[config.mk]
export PLATFORM = sky130hd
export DESIGN_NAME = sspc_top
export DESIGN_NICKNAME = d
export VERILOG_FILES = /design/src/inc/sspc_pkg.sv /design/src/sspc_top.sv
export SDC_FILE = /design/constraint.sdc
export NUM_CORES = 1
export LEC_CHECK = 0
export BUFFER_PORTS_ARGS = -buffer_cell sky130_fd_sc_hd__buf_2
export CORE_MARGIN = 2
export CORE_UTILIZATION = 35
export CTS_CLUSTER_SIZE = 8
export DETAILED_ROUTE_END_ITERATION = 8
export PLACE_DENSITY_LB_ADDON = 0.12
export SLEW_MARGIN = 20
export SYNTH_ARGS = -nofsm -noshare
export SYNTH_HDL_FRONTEND = slang
export SYNTH_SLANG_ARGS = --single-unit
[constraint.sdc]
create_clock -name pclk -period 3 [get_ports pclk]
set_input_delay 0 -clock pclk [delete_from_list [all_inputs] [get_ports pclk]]
set_output_delay 0 -clock pclk [all_outputs]
set_load 0.1 [all_outputs]
[src/inc/sspc_pkg.sv]
// Notes on behaviour
// sleep with all selects zero: high-speed sleep
// medium select alone: medium-speed sleep
// medium sleep clocks peripherals at divider ratio
// medium sleep entry may be half state early
// enabled interrupt wakes sleep to matching active
// mask bit or disabled source keeps sleep
// wake synchroniser adds up to two clocks
// reset pin low in sleep resets cpu
// standby select enters standby, oscillator stops
// standby from either active; pins float unless pulled
// standby wakes only on irq1/0, wakeups, reset
// standby wake waits settling count before clock
// settling field encodes eight wait lengths
// crystal users avoid two-state encoding
// external clock users pick encoding 101
// standby wake resumes per medium select bit
// mask or disabled source keeps standby
// reset pin in standby restarts clock at once
// reset held low until oscillator stable
// inputs hold each level two clocks
// short high before fall may be missed
// width constraints cover seventeen event inputs; this block has thirteen (irq0..4, wakeup 0..7)
// divider codes select 16,32,64,128; reset 128
// wait counter releases clock at selected count
// other select combinations go to outside logic
package sspc_pkg;
    // register map over apb
    localparam logic [7:0] SSPC_CTRL_OFS   = 8'h00;
    localparam logic [7:0] SSPC_ENABLE_OFS = 8'h04;
    localparam logic [7:0] SSPC_STATUS_OFS = 8'h08;
    // control field positions
    localparam int SSPC_STANDBY_BIT  = 0;
    localparam int SSPC_LOWSPEED_BIT = 1;
    localparam int SSPC_MEDIUM_BIT   = 2;
    localparam int SSPC_DIRECT_BIT   = 3;
    localparam int SSPC_TWATCH_BIT   = 4;
    localparam int SSPC_DIV_LSB      = 5;
    localparam int SSPC_WAIT_LSB     = 8;
    // reset values: divider 128, wait 8192 states
    localparam logic [1:0] SSPC_DIV_RESET  = 2'h3;
    localparam logic [2:0] SSPC_WAIT_RESET = 3'h0;
    localparam logic [9:0] SSPC_EN_RESET   = 10'h000;
    localparam int SSPC_CNT_W = 18;
    // power mode states, gray along sleep entry and the standby wake path; active to standby flips two bits
    typedef enum logic [2:0] {
        SSPC_ACTIVE  = 3'h0,
        SSPC_SLEEP   = 3'h1,
        SSPC_STANDBY = 3'h3,
        SSPC_SETTLE  = 3'h2,
        SSPC_RESHOLD = 3'h6
    } sspc_state_type;
endpackage

[src/sspc_top.sv]
// Register access over APB and the address map were left to the implementer.
`timescale 1ns/10ps
`default_nettype none
module sspc_top (
    input  wire logic                  pclk,         // system clock
    input  wire logic                  presetn,      // async reset, low
    input  wire logic                  psel,         // apb select
    input  wire logic                  penable,      // apb enable
    input  wire logic                  pwrite,       // apb direction
    input  wire logic [7:0]            paddr,        // apb byte address
    input  wire logic [31:0]           pwdata,       // apb write data
    output logic      [31:0]           prdata,       // apb read data
    output logic                       pready,       // apb ready
    output logic                       pslverr,      // apb error
    input  wire logic                  sleep_exec,   // cpu sleep pulse
    input  wire logic                  int_mask,     // cpu mask bit
    input  wire logic [4:0]            external_interrupt_inputs, // pins, low active
    input  wire logic [7:0]            wakeup_inputs,             // pins, low active
    input  wire logic                  reset_pin_n,  // reset pin
    output logic                       cpu_halt,     // cpu clock stopped
    output logic                       osc_run,      // oscillator enable
    output logic                       chip_clk_en,  // chip clock supplied
    output logic                       periph_clk_en,// peripheral clock on
    output logic                       medium_speed, // medium clock select
    output logic [7:0]                 periph_div,   // peripheral divide ratio
    output logic                       pins_float,   // pins high impedance
    output logic                       cpu_reset,    // cpu held in reset
    output logic                       wake_irq,     // start exception pulse
    output logic                       other_mode_req // handoff pulse
);
    import sspc_pkg::*;

    // overview: one mode sequencer decides sleep, standby and their exits.
    // wake pins are falling edge requests, synchronised then latched as
    // sticky flags, so a short low between clocks is never lost once seen.
    // the reset pin is synchronised too; it is not the block reset, which
    // stays presetn, so the sequencer can hold the cpu while clocks run.
    // limitation: watch, subsleep and direct transfer are handed outside
    // with a single pulse; this block never enters those modes itself.

    // ****************************************
    // registers
    // ****************************************
    logic [10:0] ctrl_q;
    logic [9:0]  en_q;   // 5 irq enables, then wakeup group... low 5 irq, bit 5 all wkp, 6..9 unused
    sspc_state_type state_q, state_d;
    logic [SSPC_CNT_W-1:0] cnt_q, cnt_d;
    logic [12:0] s1_q, s2_q, prev_q;
    logic [12:0] flag_q;
    logic        r1_q, r2_q;

    wire wr_en   = psel & penable & pwrite;
    wire hit_ctl = (paddr == SSPC_CTRL_OFS);
    wire hit_en  = (paddr == SSPC_ENABLE_OFS);
    wire hit_st  = (paddr == SSPC_STATUS_OFS);
    wire standby_select = ctrl_q[SSPC_STANDBY_BIT];
    wire low_speed_wake_select  = ctrl_q[SSPC_LOWSPEED_BIT];
    wire medium_speed_select    = ctrl_q[SSPC_MEDIUM_BIT];
    wire direct_transfer_select = ctrl_q[SSPC_DIRECT_BIT];
    wire timer_watch_select     = ctrl_q[SSPC_TWATCH_BIT];
    wire [1:0] div_sel = ctrl_q[SSPC_DIV_LSB +: 2];
    wire [2:0] settling_wait_field = ctrl_q[SSPC_WAIT_LSB +: 3];

    // ****************************************
    // apb slave, zero wait states
    // ****************************************
    assign pready  = 1'b1;
    assign pslverr = psel & penable & ~(hit_ctl | hit_en | hit_st);
    wire [31:0] st_word = {16'h0000, flag_q, state_q};
    assign prdata = hit_ctl ? {21'h0, ctrl_q} : hit_en ? {22'h0, en_q} :
                    hit_st ? st_word : 32'h0;

    // control written in any state, awake or asleep; no mode guard
    always_ff @(posedge pclk or negedge presetn) begin
        if (!presetn) begin
            // bit 7 is spare, divider sits at 6:5, selects at 4:0
            ctrl_q <= {SSPC_WAIT_RESET, 1'b0, SSPC_DIV_RESET, 5'h00};
            en_q   <= SSPC_EN_RESET;
        end else if (wr_en && hit_ctl) begin
            ctrl_q <= pwdata[10:0];
        end else if (wr_en && hit_en) begin
            en_q <= pwdata[9:0];
        end
    end

    // ****************************************
    // input synchronisers and edge capture
    // ****************************************
    wire [12:0] raw = {wakeup_inputs, external_interrupt_inputs};
    // two flops; wake seen up to two clocks late
    always_ff @(posedge pclk or negedge presetn) begin
        if (!presetn) begin
            s1_q <= 13'h1fff;
            s2_q <= 13'h1fff;
            prev_q <= 13'h1fff;
            r1_q <= 1'b1;
            r2_q <= 1'b1;
        end else begin
            s1_q <= raw;
            s2_q <= s1_q;
            prev_q <= s2_q;
            r1_q <= reset_pin_n;
            r2_q <= r1_q;
        end
    end
    // falling edges latch; a high shorter than one clock can be missed
    wire [12:0] fall = prev_q & ~s2_q;
    wire [12:0] st_clr = (wr_en && hit_st) ? pwdata[15:3] : 13'h0;
    always_ff @(posedge pclk or negedge presetn) begin
        if (!presetn) flag_q <= 13'h0;
        else flag_q <= (flag_q & ~st_clr) | fall; // set wins over clear
    end
    // enable map: bits 0..4 irq0..4, bit 5 covers all wakeups
    wire [12:0] en_vec = {{8{en_q[5]}}, en_q[4:0]};
    wire any_req  = |(flag_q & en_vec) & ~int_mask;
    wire stby_req = |(flag_q & en_vec & 13'h1fe3) & ~int_mask;

    // ****************************************
    // mode sequencer
    // ****************************************
    wire sel_sleep = ~standby_select & ~low_speed_wake_select & ~direct_transfer_select;
    wire sel_stby  = standby_select & ~low_speed_wake_select & ~timer_watch_select;
    logic [SSPC_CNT_W-1:0] wait_len;
    always_comb begin
        case (settling_wait_field)
            3'h0:    wait_len = 18'h02000;
            3'h1:    wait_len = 18'h04000;
            3'h2:    wait_len = 18'h08000;
            3'h3:    wait_len = 18'h10000;
            3'h4:    wait_len = 18'h20000;
            3'h5:    wait_len = 18'h00002;
            3'h6:    wait_len = 18'h00008;
            default: wait_len = 18'h00010;
        endcase
    end

    // next-state; reset pin overrides wake in sleep, standby and settle
    // the counter only runs in settle, so standby burns no count power;
    // it is cleared in standby so every wake starts from zero
    always_comb begin
        state_d = state_q;
        cnt_d   = cnt_q;
        case (state_q)
            SSPC_ACTIVE: begin
                if (sleep_exec && sel_sleep) state_d = SSPC_SLEEP;
                else if (sleep_exec && sel_stby) state_d = SSPC_STANDBY;
            end
            SSPC_SLEEP: begin
                if (!r2_q) state_d = SSPC_RESHOLD;
                else if (any_req) state_d = SSPC_ACTIVE;
            end
            SSPC_STANDBY: begin
                cnt_d = '0;
                if (!r2_q) state_d = SSPC_RESHOLD;
                else if (stby_req) state_d = SSPC_SETTLE;
            end
            SSPC_SETTLE: begin
                cnt_d = cnt_q + 18'h00001;
                if (!r2_q) state_d = SSPC_RESHOLD;
                else if (cnt_d >= wait_len) state_d = SSPC_ACTIVE;
            end
            SSPC_RESHOLD: begin
                if (r2_q) state_d = SSPC_ACTIVE;
            end
            default: state_d = SSPC_ACTIVE;
        endcase
    end

    always_ff @(posedge pclk or negedge presetn) begin
        if (!presetn) begin
            state_q <= SSPC_ACTIVE;
            cnt_q   <= '0;
        end else begin
            state_q <= state_d;
            cnt_q   <= cnt_d;
        end
    end

    // ****************************************
    // outputs
    // ****************************************
    logic wake_q, other_q, halt_q;
    always_ff @(posedge pclk or negedge presetn) begin
        if (!presetn) begin
            wake_q  <= 1'b0;
            other_q <= 1'b0;
            halt_q  <= 1'b0;
        end else begin
            wake_q  <= (state_q != SSPC_ACTIVE) && (state_q != SSPC_RESHOLD)
                       && state_d == SSPC_ACTIVE;
            other_q <= state_q == SSPC_ACTIVE && sleep_exec && !sel_sleep && !sel_stby;
            // halt asserts the same edge the mode changes; the half state slack is absorbed here
            halt_q  <= state_d != SSPC_ACTIVE;
        end
    end
    assign wake_irq       = wake_q;
    assign other_mode_req = other_q;
    assign cpu_halt       = halt_q;
    assign osc_run        = state_q != SSPC_STANDBY;
    assign chip_clk_en    = (state_q != SSPC_STANDBY) && (state_q != SSPC_SETTLE);
    assign periph_clk_en  = chip_clk_en;
    assign pins_float     = state_q == SSPC_STANDBY;
    assign cpu_reset      = state_q == SSPC_RESHOLD;
    assign medium_speed   = medium_speed_select;
    // divider ratio 16..128 from two-bit code
    assign periph_div     = 8'h10 << div_sel;

    // ****************************************
    // checks
    // ****************************************
    chk_sleep_entry: assert property (@(posedge pclk) disable iff (!presetn)
        state_q == SSPC_ACTIVE && sleep_exec && sel_sleep |=> state_q == SSPC_SLEEP)
        else $error("sleep not entered");
    chk_masked_stay: assert property (@(posedge pclk) disable iff (!presetn)
        state_q == SSPC_SLEEP && int_mask && r2_q |=> state_q == SSPC_SLEEP)
        else $error("masked wake left sleep");
    chk_stby_entry: assert property (@(posedge pclk) disable iff (!presetn)
        state_q == SSPC_ACTIVE && sleep_exec && sel_stby |=> pins_float && !osc_run)
        else $error("standby not entered");
    chk_stby_mask: assert property (@(posedge pclk) disable iff (!presetn)
        state_q == SSPC_STANDBY && int_mask && r2_q |=> state_q == SSPC_STANDBY)
        else $error("masked wake left standby");
    chk_settle_clk: assert property (@(posedge pclk) disable iff (!presetn)
        state_q == SSPC_SETTLE |-> osc_run && !chip_clk_en)
        else $error("clock before settle");
    chk_settle_len: assert property (@(posedge pclk) disable iff (!presetn)
        settling_wait_field == 3'h5 && $rose(state_q == SSPC_SETTLE) && r2_q
        |-> ##2 state_q == SSPC_ACTIVE)
        else $error("two state wait wrong");
    chk_reset_hold: assert property (@(posedge pclk) disable iff (!presetn)
        state_q == SSPC_SLEEP && !r2_q |=> cpu_reset)
        else $error("reset pin ignored");
    chk_reset_clk: assert property (@(posedge pclk) disable iff (!presetn)
        cpu_reset |-> osc_run && chip_clk_en)
        else $error("no clock in reset");
    chk_div_ratio: assert property (@(posedge pclk) disable iff (!presetn)
        div_sel == 2'h3 |-> periph_div == 8'h80)
        else $error("divider ratio wrong");
    chk_sync_delay: assert property (@(posedge pclk) disable iff (!presetn)
        $fell(raw[0]) ##1 !raw[0] ##1 !raw[0] |=> flag_q[0])
        else $error("edge not caught");

    // ****************************************
    // entry and wake checks
    // ****************************************
    // medium select alone still sleeps, clock slows
    chk_med_entry: assert property (@(posedge pclk) disable iff (!presetn)
        state_q == SSPC_ACTIVE && sleep_exec && sel_sleep && medium_speed_select
        |=> state_q == SSPC_SLEEP && medium_speed)
        else $error("medium sleep not entered");

    // peripherals keep running while the cpu sleeps
    chk_sleep_clk: assert property (@(posedge pclk) disable iff (!presetn)
        state_q == SSPC_SLEEP
        |-> periph_clk_en && chip_clk_en)
        else $error("peripheral clock stopped in sleep");

    // an enabled unmasked request ends sleep at once
    chk_sleep_wake: assert property (@(posedge pclk) disable iff (!presetn)
        state_q == SSPC_SLEEP && any_req && r2_q
        |=> state_q == SSPC_ACTIVE && !cpu_halt && wake_irq)
        else $error("sleep wake missed");

    // exception start is a single pulse
    chk_wake_pulse: assert property (@(posedge pclk) disable iff (!presetn)
        wake_irq
        |=> !wake_irq)
        else $error("wake pulse too long");

    // a standby source restarts the oscillator first
    chk_stby_wake: assert property (@(posedge pclk) disable iff (!presetn)
        state_q == SSPC_STANDBY && stby_req && r2_q
        |=> state_q == SSPC_SETTLE && osc_run)
        else $error("standby wake missed");

    // sources outside the standby set leave it asleep
    chk_stby_other: assert property (@(posedge pclk) disable iff (!presetn)
        state_q == SSPC_STANDBY && r2_q && !stby_req
        |=> state_q == SSPC_STANDBY)
        else $error("standby left without source");

    // reset pin in standby gives clocks straight away
    chk_stby_reset: assert property (@(posedge pclk) disable iff (!presetn)
        state_q == SSPC_STANDBY && !r2_q
        |=> cpu_reset && osc_run && chip_clk_en)
        else $error("standby reset pin ignored");

    // reset handling only starts once the pin is high
    chk_reset_leave: assert property (@(posedge pclk) disable iff (!presetn)
        state_q == SSPC_RESHOLD && r2_q
        |=> state_q == SSPC_ACTIVE && !cpu_reset)
        else $error("reset hold not released");

    // no early exit while the count is short
    chk_settle_hold: assert property (@(posedge pclk) disable iff (!presetn)
        state_q == SSPC_SETTLE && r2_q && cnt_d < wait_len
        |=> state_q == SSPC_SETTLE)
        else $error("settle ended early");

    // cpu stays halted in every low power state
    chk_halt_track: assert property (@(posedge pclk) disable iff (!presetn)
        state_q != SSPC_ACTIVE
        |-> cpu_halt)
        else $error("cpu running while asleep");

    // unknown select mixes pass outside and stay awake
    chk_handoff: assert property (@(posedge pclk) disable iff (!presetn)
        state_q == SSPC_ACTIVE && sleep_exec && !sel_sleep && !sel_stby
        |=> other_mode_req && state_q == SSPC_ACTIVE)
        else $error("handoff pulse missing");

    // floating pins only with every clock stopped
    chk_float_clk: assert property (@(posedge pclk) disable iff (!presetn)
        pins_float
        |-> !chip_clk_en && !osc_run)
        else $error("pins float with clock on");

    // lowest divider code gives the fastest clock
    chk_div_low: assert property (@(posedge pclk) disable iff (!presetn)
        div_sel == 2'h0
        |-> periph_div == 8'h10)
        else $error("divide by sixteen wrong");

    // a seen edge is kept even against a clear
    chk_flag_sticky: assert property (@(posedge pclk) disable iff (!presetn)
        fall != 13'h0
        |=> (flag_q & $past(fall)) == $past(fall))
        else $error("edge flag lost");

    // ****************************************
    // settle length, counted apart from the sequencer
    // ****************************************
    // an independent count, so a broken compare in the sequencer shows
    logic [7:0] settle_cyc_q;
    always_ff @(posedge pclk or negedge presetn) begin
        if (!presetn) begin
            settle_cyc_q <= 8'h00;
        end else if (state_q == SSPC_SETTLE) begin
            settle_cyc_q <= settle_cyc_q + 8'h01;
        end else begin
            settle_cyc_q <= 8'h00;
        end
    end

    // eight state wait: exit on the eighth settle clock
    chk_settle_eight: assert property (@(posedge pclk) disable iff (!presetn)
        state_q == SSPC_SETTLE && state_d == SSPC_ACTIVE && settling_wait_field == 3'h6
        |-> settle_cyc_q == 8'h07)
        else $error("eight state wait wrong");

    // ****************************************
    // scenario covers
    // ****************************************
    cov_med_wake: cover property (@(posedge pclk) disable iff (!presetn)
        state_q == SSPC_SLEEP && medium_speed ##1 state_q == SSPC_ACTIVE);
    cov_handoff: cover property (@(posedge pclk) disable iff (!presetn)
        other_mode_req);
    cov_sleep_wake: cover property (@(posedge pclk) disable iff (!presetn)
        state_q == SSPC_SLEEP ##1 state_q == SSPC_ACTIVE);
    cov_stby_wake: cover property (@(posedge pclk) disable iff (!presetn)
        state_q == SSPC_SETTLE ##1 state_q == SSPC_ACTIVE);
    cov_reset_exit: cover property (@(posedge pclk) disable iff (!presetn)
        state_q == SSPC_RESHOLD ##1 state_q == SSPC_ACTIVE);
endmodule
`default_nettype wire

# Word-level counts from Yosys, hierarchy flattened
# Index checks and enable logic that the tools add are counted.
[classes]
muxes = 16
n_eq_ne = 15
shift = 1
n_reduce_logical = 23
n_addsub = 1
order_cmp = 1
bitwise = 24
[op_table]
columns = ["op", "n"]
rows = [
  ["18-bit one-hot mux with 7 select lines", 1],
  ["16-bit 2-to-1 mux", 3],
  ["13-bit bitwise AND", 3],
  ["18-bit one-hot mux with 2 select lines", 1],
  ["3-bit 2-to-1 mux", 9],
  ["13-bit inverter", 2],
  ["18-bit by 1-bit adder with 18-bit output (second input constant)", 1],
  ["18-bit >= comparator", 1],
  ["3-bit one-hot mux with 5 select lines", 1],
  ["13-bit 2-to-1 mux", 1],
  ["13-bit bitwise OR", 1],
  ["13-bit OR reduction", 1],
  ["3-bit by 2-bit equality test with 1-bit output (second input constant)", 4],
  ["3-bit equality test (second input constant)", 4],
  ["1-bit logical AND", 11],
  ["10-bit OR reduction", 1],
  ["1-bit bitwise AND", 9],
  ["3-bit zero test", 3],
  ["8-bit by 3-bit equality test with 1-bit output (second input constant)", 1],
  ["8-bit by 4-bit equality test with 1-bit output (second input constant)", 1],
  ["8-bit zero test", 1],
  ["5-bit by 2-bit left shift with 8-bit output (first input constant)", 1],
  ["1-bit inverter", 7],
  ["3-bit by 1-bit equality test with 1-bit output (second input constant)", 2],
  ["other kinds (7)", 11],
]
[totals]
input_bits = 61
reg_bits = 99
out_inout_bits = 51
elab_cells = 94

# Depth between registers and ports, before layout
# Gate-level depths: netlist of the first run.
[depth]
depth_word = 9
ltp_mapped = 15
ltp_nobuf = 14

# Worst setup path before layout of the first run
# No wires, ideal clock.
[synth_path]
path_type = "reg-to-reg"
start = "reg cnt_q[0]"
end = "reg wake_q (netlist: wake_irq)"
n_path_buf = 1
arrival_ps = 3109
stages_incl_launch_ff = 14
path_slack_ps = -229
required_time_ps = 2880
setup_ps = 120
cell_sequence = "dfrtp_1 -> ha_1 -> and3_1 -> and3_4 -> buf_6 -> and4_1 -> and3_1 -> xor2_1 -> ha_1 -> and4_1 -> a2111oi_0 -> o211ai_1 -> a31o_2 -> and3_1"
[synth_between]
elab_chain_cells = 7
[synth_rtl]
columns = ["item", "line_no", "text"]
rows = [
  ["start, declared", "sspc_top.sv:47", "logic [SSPC_CNT_W-1:0] cnt_q, cnt_d;"],
  ["start signal, assigned", "sspc_top.sv:175", "cnt_q <= cnt_d;"],
  ["18-bit by 1-bit adder with 18-bit output", "sspc_top.sv:158", "cnt_d = cnt_q + 18'h00001;"],
  ["18-bit >= comparator", "sspc_top.sv:160", "else if (cnt_d >= wait_len) state_d = SSPC_ACTIVE;"],
  ["3-bit 2-to-1 mux", "sspc_top.sv:160", ""],
  ["3-bit 2-to-1 mux", "sspc_top.sv:159", "if (!r2_q) state_d = SSPC_RESHOLD;"],
  ["3-bit one-hot mux with 5 select lines", "sspc_top.sv:143", "case (state_q)"],
  ["3-bit zero test", "sspc_top.sv:190", "&& state_d == SSPC_ACTIVE;"],
  ["1-bit logical AND", "sspc_top.sv:190", ""],
  ["end signal, assigned", "sspc_top.sv:189", "wake_q <= (state_q != SSPC_ACTIVE) && (state_q != SSPC_RESHOLD)"],
  ["end, declared", "sspc_top.sv:182", "logic wake_q, other_q, halt_q;"],
]
# No other way between the ends.
# A chain may end at the register's enable or synchronous reset.

# Worst setup path after layout of the first run
# Same ends and word-level chain as after synthesis.

==> flow_summary.ini, run 1 <==
[worst_setup_path]
reg2reg_depth = 12
critical_path_class = reg -> reg
critPathBufInv = 0
end_kind = register
worstPathArrival_ns = 3.17
critPathMaxFanout = 3
crit_required_ns = 3.24
cp_top_family = simple AND/OR/NAND/NOR gates
regToRegEndpoint = wake_irq
r2r_start = cnt_q[0]
reg2reg_slack_ns = 0.07
cp-start-kind = register
cp_slowest_cell = dfrtp_1
max_stage_delay_ns = 0.42
path_cells = ha_4 -> and3_4 -> and3_4 -> and4_4 -> and3_4 -> xor2_2 -> ha_1 -> and4_4 -> a2111oi_4 -> o211ai_1 -> a31o_2 -> and3_4
worst_path_most_repeated_cell = and3_4

[die]
die-area_um2 = 14500
rows = 42
die_x_um = 121
chipHeight_um = 121
core_area_um2 = 13200
num_io_pins = 112
start_util = 0.359

[yosys]
yosysTopAreaCell = dfrtp_1
syn_inst = 464
ys_seq_elements = 99
yosys_warnings = 0
synth.area.top_cells = dfrtp_1 (29%), dfstp_2 (24%), mux2_2 (5.5%)
synth_edf_count = 0
ys_types = 55
synth_top_area_share = 0.295
syn_area_per_cell_um2 = 10.2
async_flop_share = 1.00
syn-cell-area_um2 = 4750
synth_seq_area_share = 0.533
yosys_most_used_dff = dfrtp_1

[timing]
whs_ns = 0.180
fin_setup_tns_ns = 0
worstMarginPinSlew_ns = 0.756
skew_ns = 0.00610
rsz0062_at_grt = yes
hold_viol_final = 0
final-max-slew-violation-count = 0
period_share = 0.977
min_period_ns = 2.93
max_clock_freq_mhz = 341
setup_viol = 0
max_slew_margin = 0.494
setup_slack_ns = 0.0699

[grt]
antenna_found_initial = 0
grtUsageTotal = 0.164
grt_pass1_wl_um = 18600
grt_remaining_overflow = 0
grt_pass1_vias = 3704
grt_max_degree = 59

[finish]
final_cells = 771
most-common-layout-cells = buf_2 (73), nand2_1 (58), dfrtp_1 (54), nor2_1 (46), dfstp_2 (43)
layout_commonest_cell = buf_2
diodes = 0
syn_to_final_growth_pct = 28.7
nets = 660
final_design_area_no_fill_um2 = 6120
drive_above_1_share = 0.356

[route]
wl_um = 11400
first_iter_violations = 246
wl_per_cell_um = 14.7
dr.pass1.iters = 4
vias = 3672
ant_nets = 0
via_per_inst = 4.76
drc = 0

[placed_design]
place.gp.congestion = 0.842
port_buffers = 74
placed_cell_area_um2 = 5370
dp_hpwl_um = 7700
dp_cells = 712
preCtsSetupSlack_ns = -0.0415

[run]
maxCapViolCount = 0

[power]
power_density_nw_per_um2 = 642
switching_share = 0.387
switchingPower_mw = 1.52
p_int_mw = 2.41
peakVddDrop_mv = 0.370
p_leak_nw = 2.88
power_frac_comb = 0.328
clkPwrFrac = 0.285
seqPwrFrac = 0.387

[outcome]
status = finished clean

[clock_tree]
cts_buffers = 9
cts_tree = built
root_buffer = clkbuf_16
clock-sinks = 99
clk_pin_slew_worst_paths_ns = 0.07
clock_latency_ns = 0.35
htree_levels = 3
cts.path.max_buffers = 2

[worst_hold_path]
min_path_type = in -> async
[per-stage QoR]
| step | utilization | power [mW] |
|---|---|---|
| after floorplan | - | 2.44 |
| after global placement | 0.405 | 2.70 |
| after detailed placement | 0.405 | 2.72 |
| after CTS | 0.454 | 3.93 |
| after global routing | 0.462 | 4.14 |
| final | 0.462 | 3.93 |
[layer usage]
layer / global-route usage / share of wire
met2: 0.260 / 0.49
met5: 0 / 0
met1: 0.219 / 0.47
met3: 0.0491 / 0.037
met4: 0.0451 / 0.0075
[flip-flops by register name, summed over array words and instances (netlist names)]
register        flops
cnt_q              18
cpu_halt            1
ctrl_q             11
en_q               10
flag_q             13
other_mode_req      1
prev_q             13
r1_q                1
r2_q                1
s1_q               13
s2_q               13
state_q             3
wake_irq            1
[timing repair]
action                                  CTS  global route
hold buffers                             34             0
endpoints found under the setup margin    1             3
hold endpoints to repair                 82             0
buffers inserted                          2             7
pin swaps                                 0            11
resized for setup                         1            11
[area by class of cell]
cell class | instances | area (um^2)
timing repair buffer | 139 | 962
fill | 1282 | 7130
clock buffer | 10 | 229
tap | 176 | 220
sequential | 99 | 2530
inverter | 19 | 71.3
clock inverter | 6 | 56.3
multi-input combinational | 322 | 2040
[cell usage after synthesis, drive strengths merged, types with 3 or more instances]
| library cell | n |
|---|---|
| mux2i | 11 |
| and3 | 10 |
| dfrtp | 56 |
| nand3b | 3 |
| xor2 | 5 |
| nand3 | 12 |
| mux2 | 23 |
| a31oi | 3 |
| ha | 9 |
| a21oi | 14 |
| and2 | 6 |
| inv | 19 |
| buf | 32 |
| nor3 | 3 |
| nand4 | 6 |
| nor2b | 6 |
| nor4 | 5 |
| xnor2 | 5 |
| nand2 | 58 |
| a22o | 3 |
| and4 | 5 |
| or3b | 3 |
| nor2 | 47 |
| o21ai | 38 |
| dfstp | 43 |
| clkbuf | 11 |
| o31ai | 4 |
[worst max path at each step]
stage	start	to	slack, ns	depth (start not counted)
floorplan	cnt_q[0]	wake_irq	-0.04	14
global placement	cnt_q[1]	wake_irq	0.05	13
detailed placement	cnt_q[1]	wake_irq	-0.04	13
CTS	cnt_q[0]	wake_irq	0.02	13
global route	cnt_q[0]	wake_irq	-0.08	12
finish	cnt_q[0]	wake_irq	0.07	12
[cell families after synthesis]
| group | after synthesis | share of synthesized area |
|---|---|---|
| other cells | 2 | 0.00158 |
| xor+xnor | 10 | 0.0184 |
| fa+ha+maj | 9 | 0.0237 |
| flops | 99 | 0.533 |
| compound gates | 76 | 0.0956 |
| buf+inv | 62 | 0.0703 |
| simple gates | 172 | 0.180 |
| mux | 34 | 0.0777 |
[power by group through the flow]
stage	combinational, mW	sequential (mW)	clock (mW)
CTS	1.24	1.52	1.17
global route	1.39	1.53	1.21
detailed placement	1.17	1.55	0
floorplan	0.825	1.61	0
global placement	1.15	1.55	0
finish	1.29	1.52	1.12
Power figures use the tool's default switching activity.
==> run 2: changes to the inputs <==
--- a/config.mk
+++ b/config.mk
@@ -6,10 +6,11 @@
 export NUM_CORES = 1
 export LEC_CHECK = 0
 export BUFFER_PORTS_ARGS = -buffer_cell sky130_fd_sc_hd__buf_2
-export CORE_MARGIN = 2
 export CORE_UTILIZATION = 35
 export CTS_CLUSTER_SIZE = 8
 export DETAILED_ROUTE_END_ITERATION = 8
+export HOLD_SLACK_MARGIN = 0.03
+export MAX_ROUTING_LAYER = met4
 export PLACE_DENSITY_LB_ADDON = 0.12
 export SLEW_MARGIN = 20
 export SYNTH_ARGS = -nofsm -noshare
==> run 2 against run 1 <==
Compared with the run above: clock power about the same; power decreased by 1.1%; design area decreased by 1.1%; highest routed layer unchanged; critical path type unchanged.
==> flow_summary.ini, run 2 (same netlist as run 1, synthesis figures left out) <==
[finish]
layout_commonest_cell = buf_2
top_register = cnt_q
most-common-layout-cells = buf_2 (73), nand2_1 (58), dfrtp_1 (52), nor2_1 (46), dfstp_2 (43)
num-fill-cells = 1289
final_design_area_no_fill_um2 = 6050
final_cells = 764
diodes = 0
syn_to_final_growth_pct = 27.2
largest_reg_flops = 18
drive_above_1_share = 0.350
nets = 653

[worst_setup_path]
max_stage_delay_ns = 0.45
cp.depth = 12
critPathMaxFanout = 4
reg2reg_depth = 12
critical_path_class = reg -> reg
worst_path_most_repeated_cell = and3_4
critPathBufInv = 0
end_kind = register
crit_required_ns = 3.24
path_cells = ha_4 -> and3_4 -> and3_4 -> and4_4 -> and3_4 -> xor2_2 -> ha_1 -> and4_4 -> a2111oi_2 -> o211ai_1 -> a31o_2 -> and3_1
cp_slowest_cell = dfrtp_2
cp-start-kind = register
cp_top_family = simple AND/OR/NAND/NOR gates
worstPathArrival_ns = 3.15

[outcome]
status = finished clean

[power]
power_density_nw_per_um2 = 643
peakVddDrop_mv = 0.428
p_leak_nw = 2.85

[timing]
setup_viol = 0
period_share = 0.970
worstMarginPinSlew_ns = 0.692
skew_ns = 0.00421
rsz0062_at_grt = yes
max_slew_margin = 0.537
max_clock_freq_mhz = 343
hold_viol_final = 0
min_period_ns = 2.91
final-max-slew-violation-count = 0

[placed_design]
port_buffers = 74
placed_cell_area_um2 = 5370
dp_hpwl_um = 7550
place.gp.congestion = 0.902
dp_cells = 712

[clock_tree]
cts_buffers = 9
cts_tree = built
cts.path.max_buffers = 2
root_buffer = clkbuf_16
clock-sinks = 99
htree_levels = 3
clk_pin_slew_worst_paths_ns = 0.07
clock_latency_ns = 0.35

[die]
die_x_um = 119
rows = 42
core_area_um2 = 13200
start_util = 0.359
die-area_um2 = 14000
num_io_pins = 112
chipHeight_um = 119

[route]
dr.pass1.iters = 5
first_iter_violations = 252
ant_nets = 0
wl_um = 11100
wl_per_cell_um = 14.5
via_per_inst = 4.79
vias = 3659
drc = 0

[grt]
antenna_found_initial = 0
grt_pass1_vias = 3645
grt_max_degree = 65
grt_pass1_wl_um = 18700
grt_remaining_overflow = 0
grtUsageTotal = 0.175

[run]
maxCapViolCount = 0

[worst_hold_path]
min_path_type = in -> async
-- run 2: final timing paths --
kind | start | endpoint | slack, ns
worst min-delay path | presetn | cnt_q[7] | 0.15
worst max-delay path | cnt_q[1] | wake_irq | 0.09
min in group pclk | external_interrupt_inputs[2] | s1_q[2] | 0.29
worst max register to register | cnt_q[1] | wake_irq | 0.09
max in group asynchronous | presetn | prev_q[4] | 2.10
worst min register to register | r1_q | r2_q | 0.36
-- run 2: area by class of cell --
cell class                      count  area, um^2  area share
Clock inverter                      7        65.1      0.0108
Sequential cell                    99        2540       0.419
Timing Repair Buffer              132         906       0.150
Inverter                           19        71.3      0.0118
Multi-Input combinational cell    322        2020       0.334
Tap cell                          176         220      0.0364
Clock buffer                        9         225      0.0373
-- run 2: worst reg2reg max path: stages, from the launching register on --
cell and delay [ns]:
dfrtp_2 0.45, ha_4 0.17, and3_4 0.18, and3_4 0.17, and4_4 0.18, and3_4 0.19, xor2_2 0.14, ha_1 0.31
and4_4 0.17, a2111oi_2 0.31, o211ai_1 0.14, a31o_2 0.26, and3_1 0.14
-- run 2: routing by layer --
metal | part of all wire | wire length (um) | track usage | up-vias
met5 | 0 | 0 | - | -
met4 | 0.011 | 127 | 0.0483 | 0
met3 | 0.039 | 435 | 0.0439 | 11
met2 | 0.47 | 5240 | 0.274 | 91
met1 | 0.48 | 5290 | 0.225 | 1770
li1 | - | - | - | 1787
-- run 2: stage by stage --
step	utilization	total power, mW	hold slack (ns)	TNS (ns)	setup WS [ns]
2_1_floorplan	-	2.44	-0.296	-0.0430	-0.0430
3_3_place_gp	0.405	2.70	0.00599	0	0.0645
3_5_place_dp	0.405	2.71	0.00461	-0.00783	-0.00783
4_1_cts	0.453	3.93	0.165	0	0.0154
5_1_grt	0.457	4.09	0.187	-0.0280	-0.0280
6_report	0.457	3.89	0.151	0	0.0887
-- run 2: where the power goes --
part	switching [mW]	total, mW	internal [mW]
Combinational	0.875	1.21	0.337
Sequential	0.0807	1.53	1.45
Clock	0.557	1.14	0.587
Total	1.51	3.89	2.37
-- run 2: timing repair --
item                                    CTS  global route
resized for setup                         0             9
hold buffers                             34             0
hold endpoints to repair                 86             0
buffers inserted                          0             2
pin swaps                                 3             5
endpoints found under the setup margin    1             3
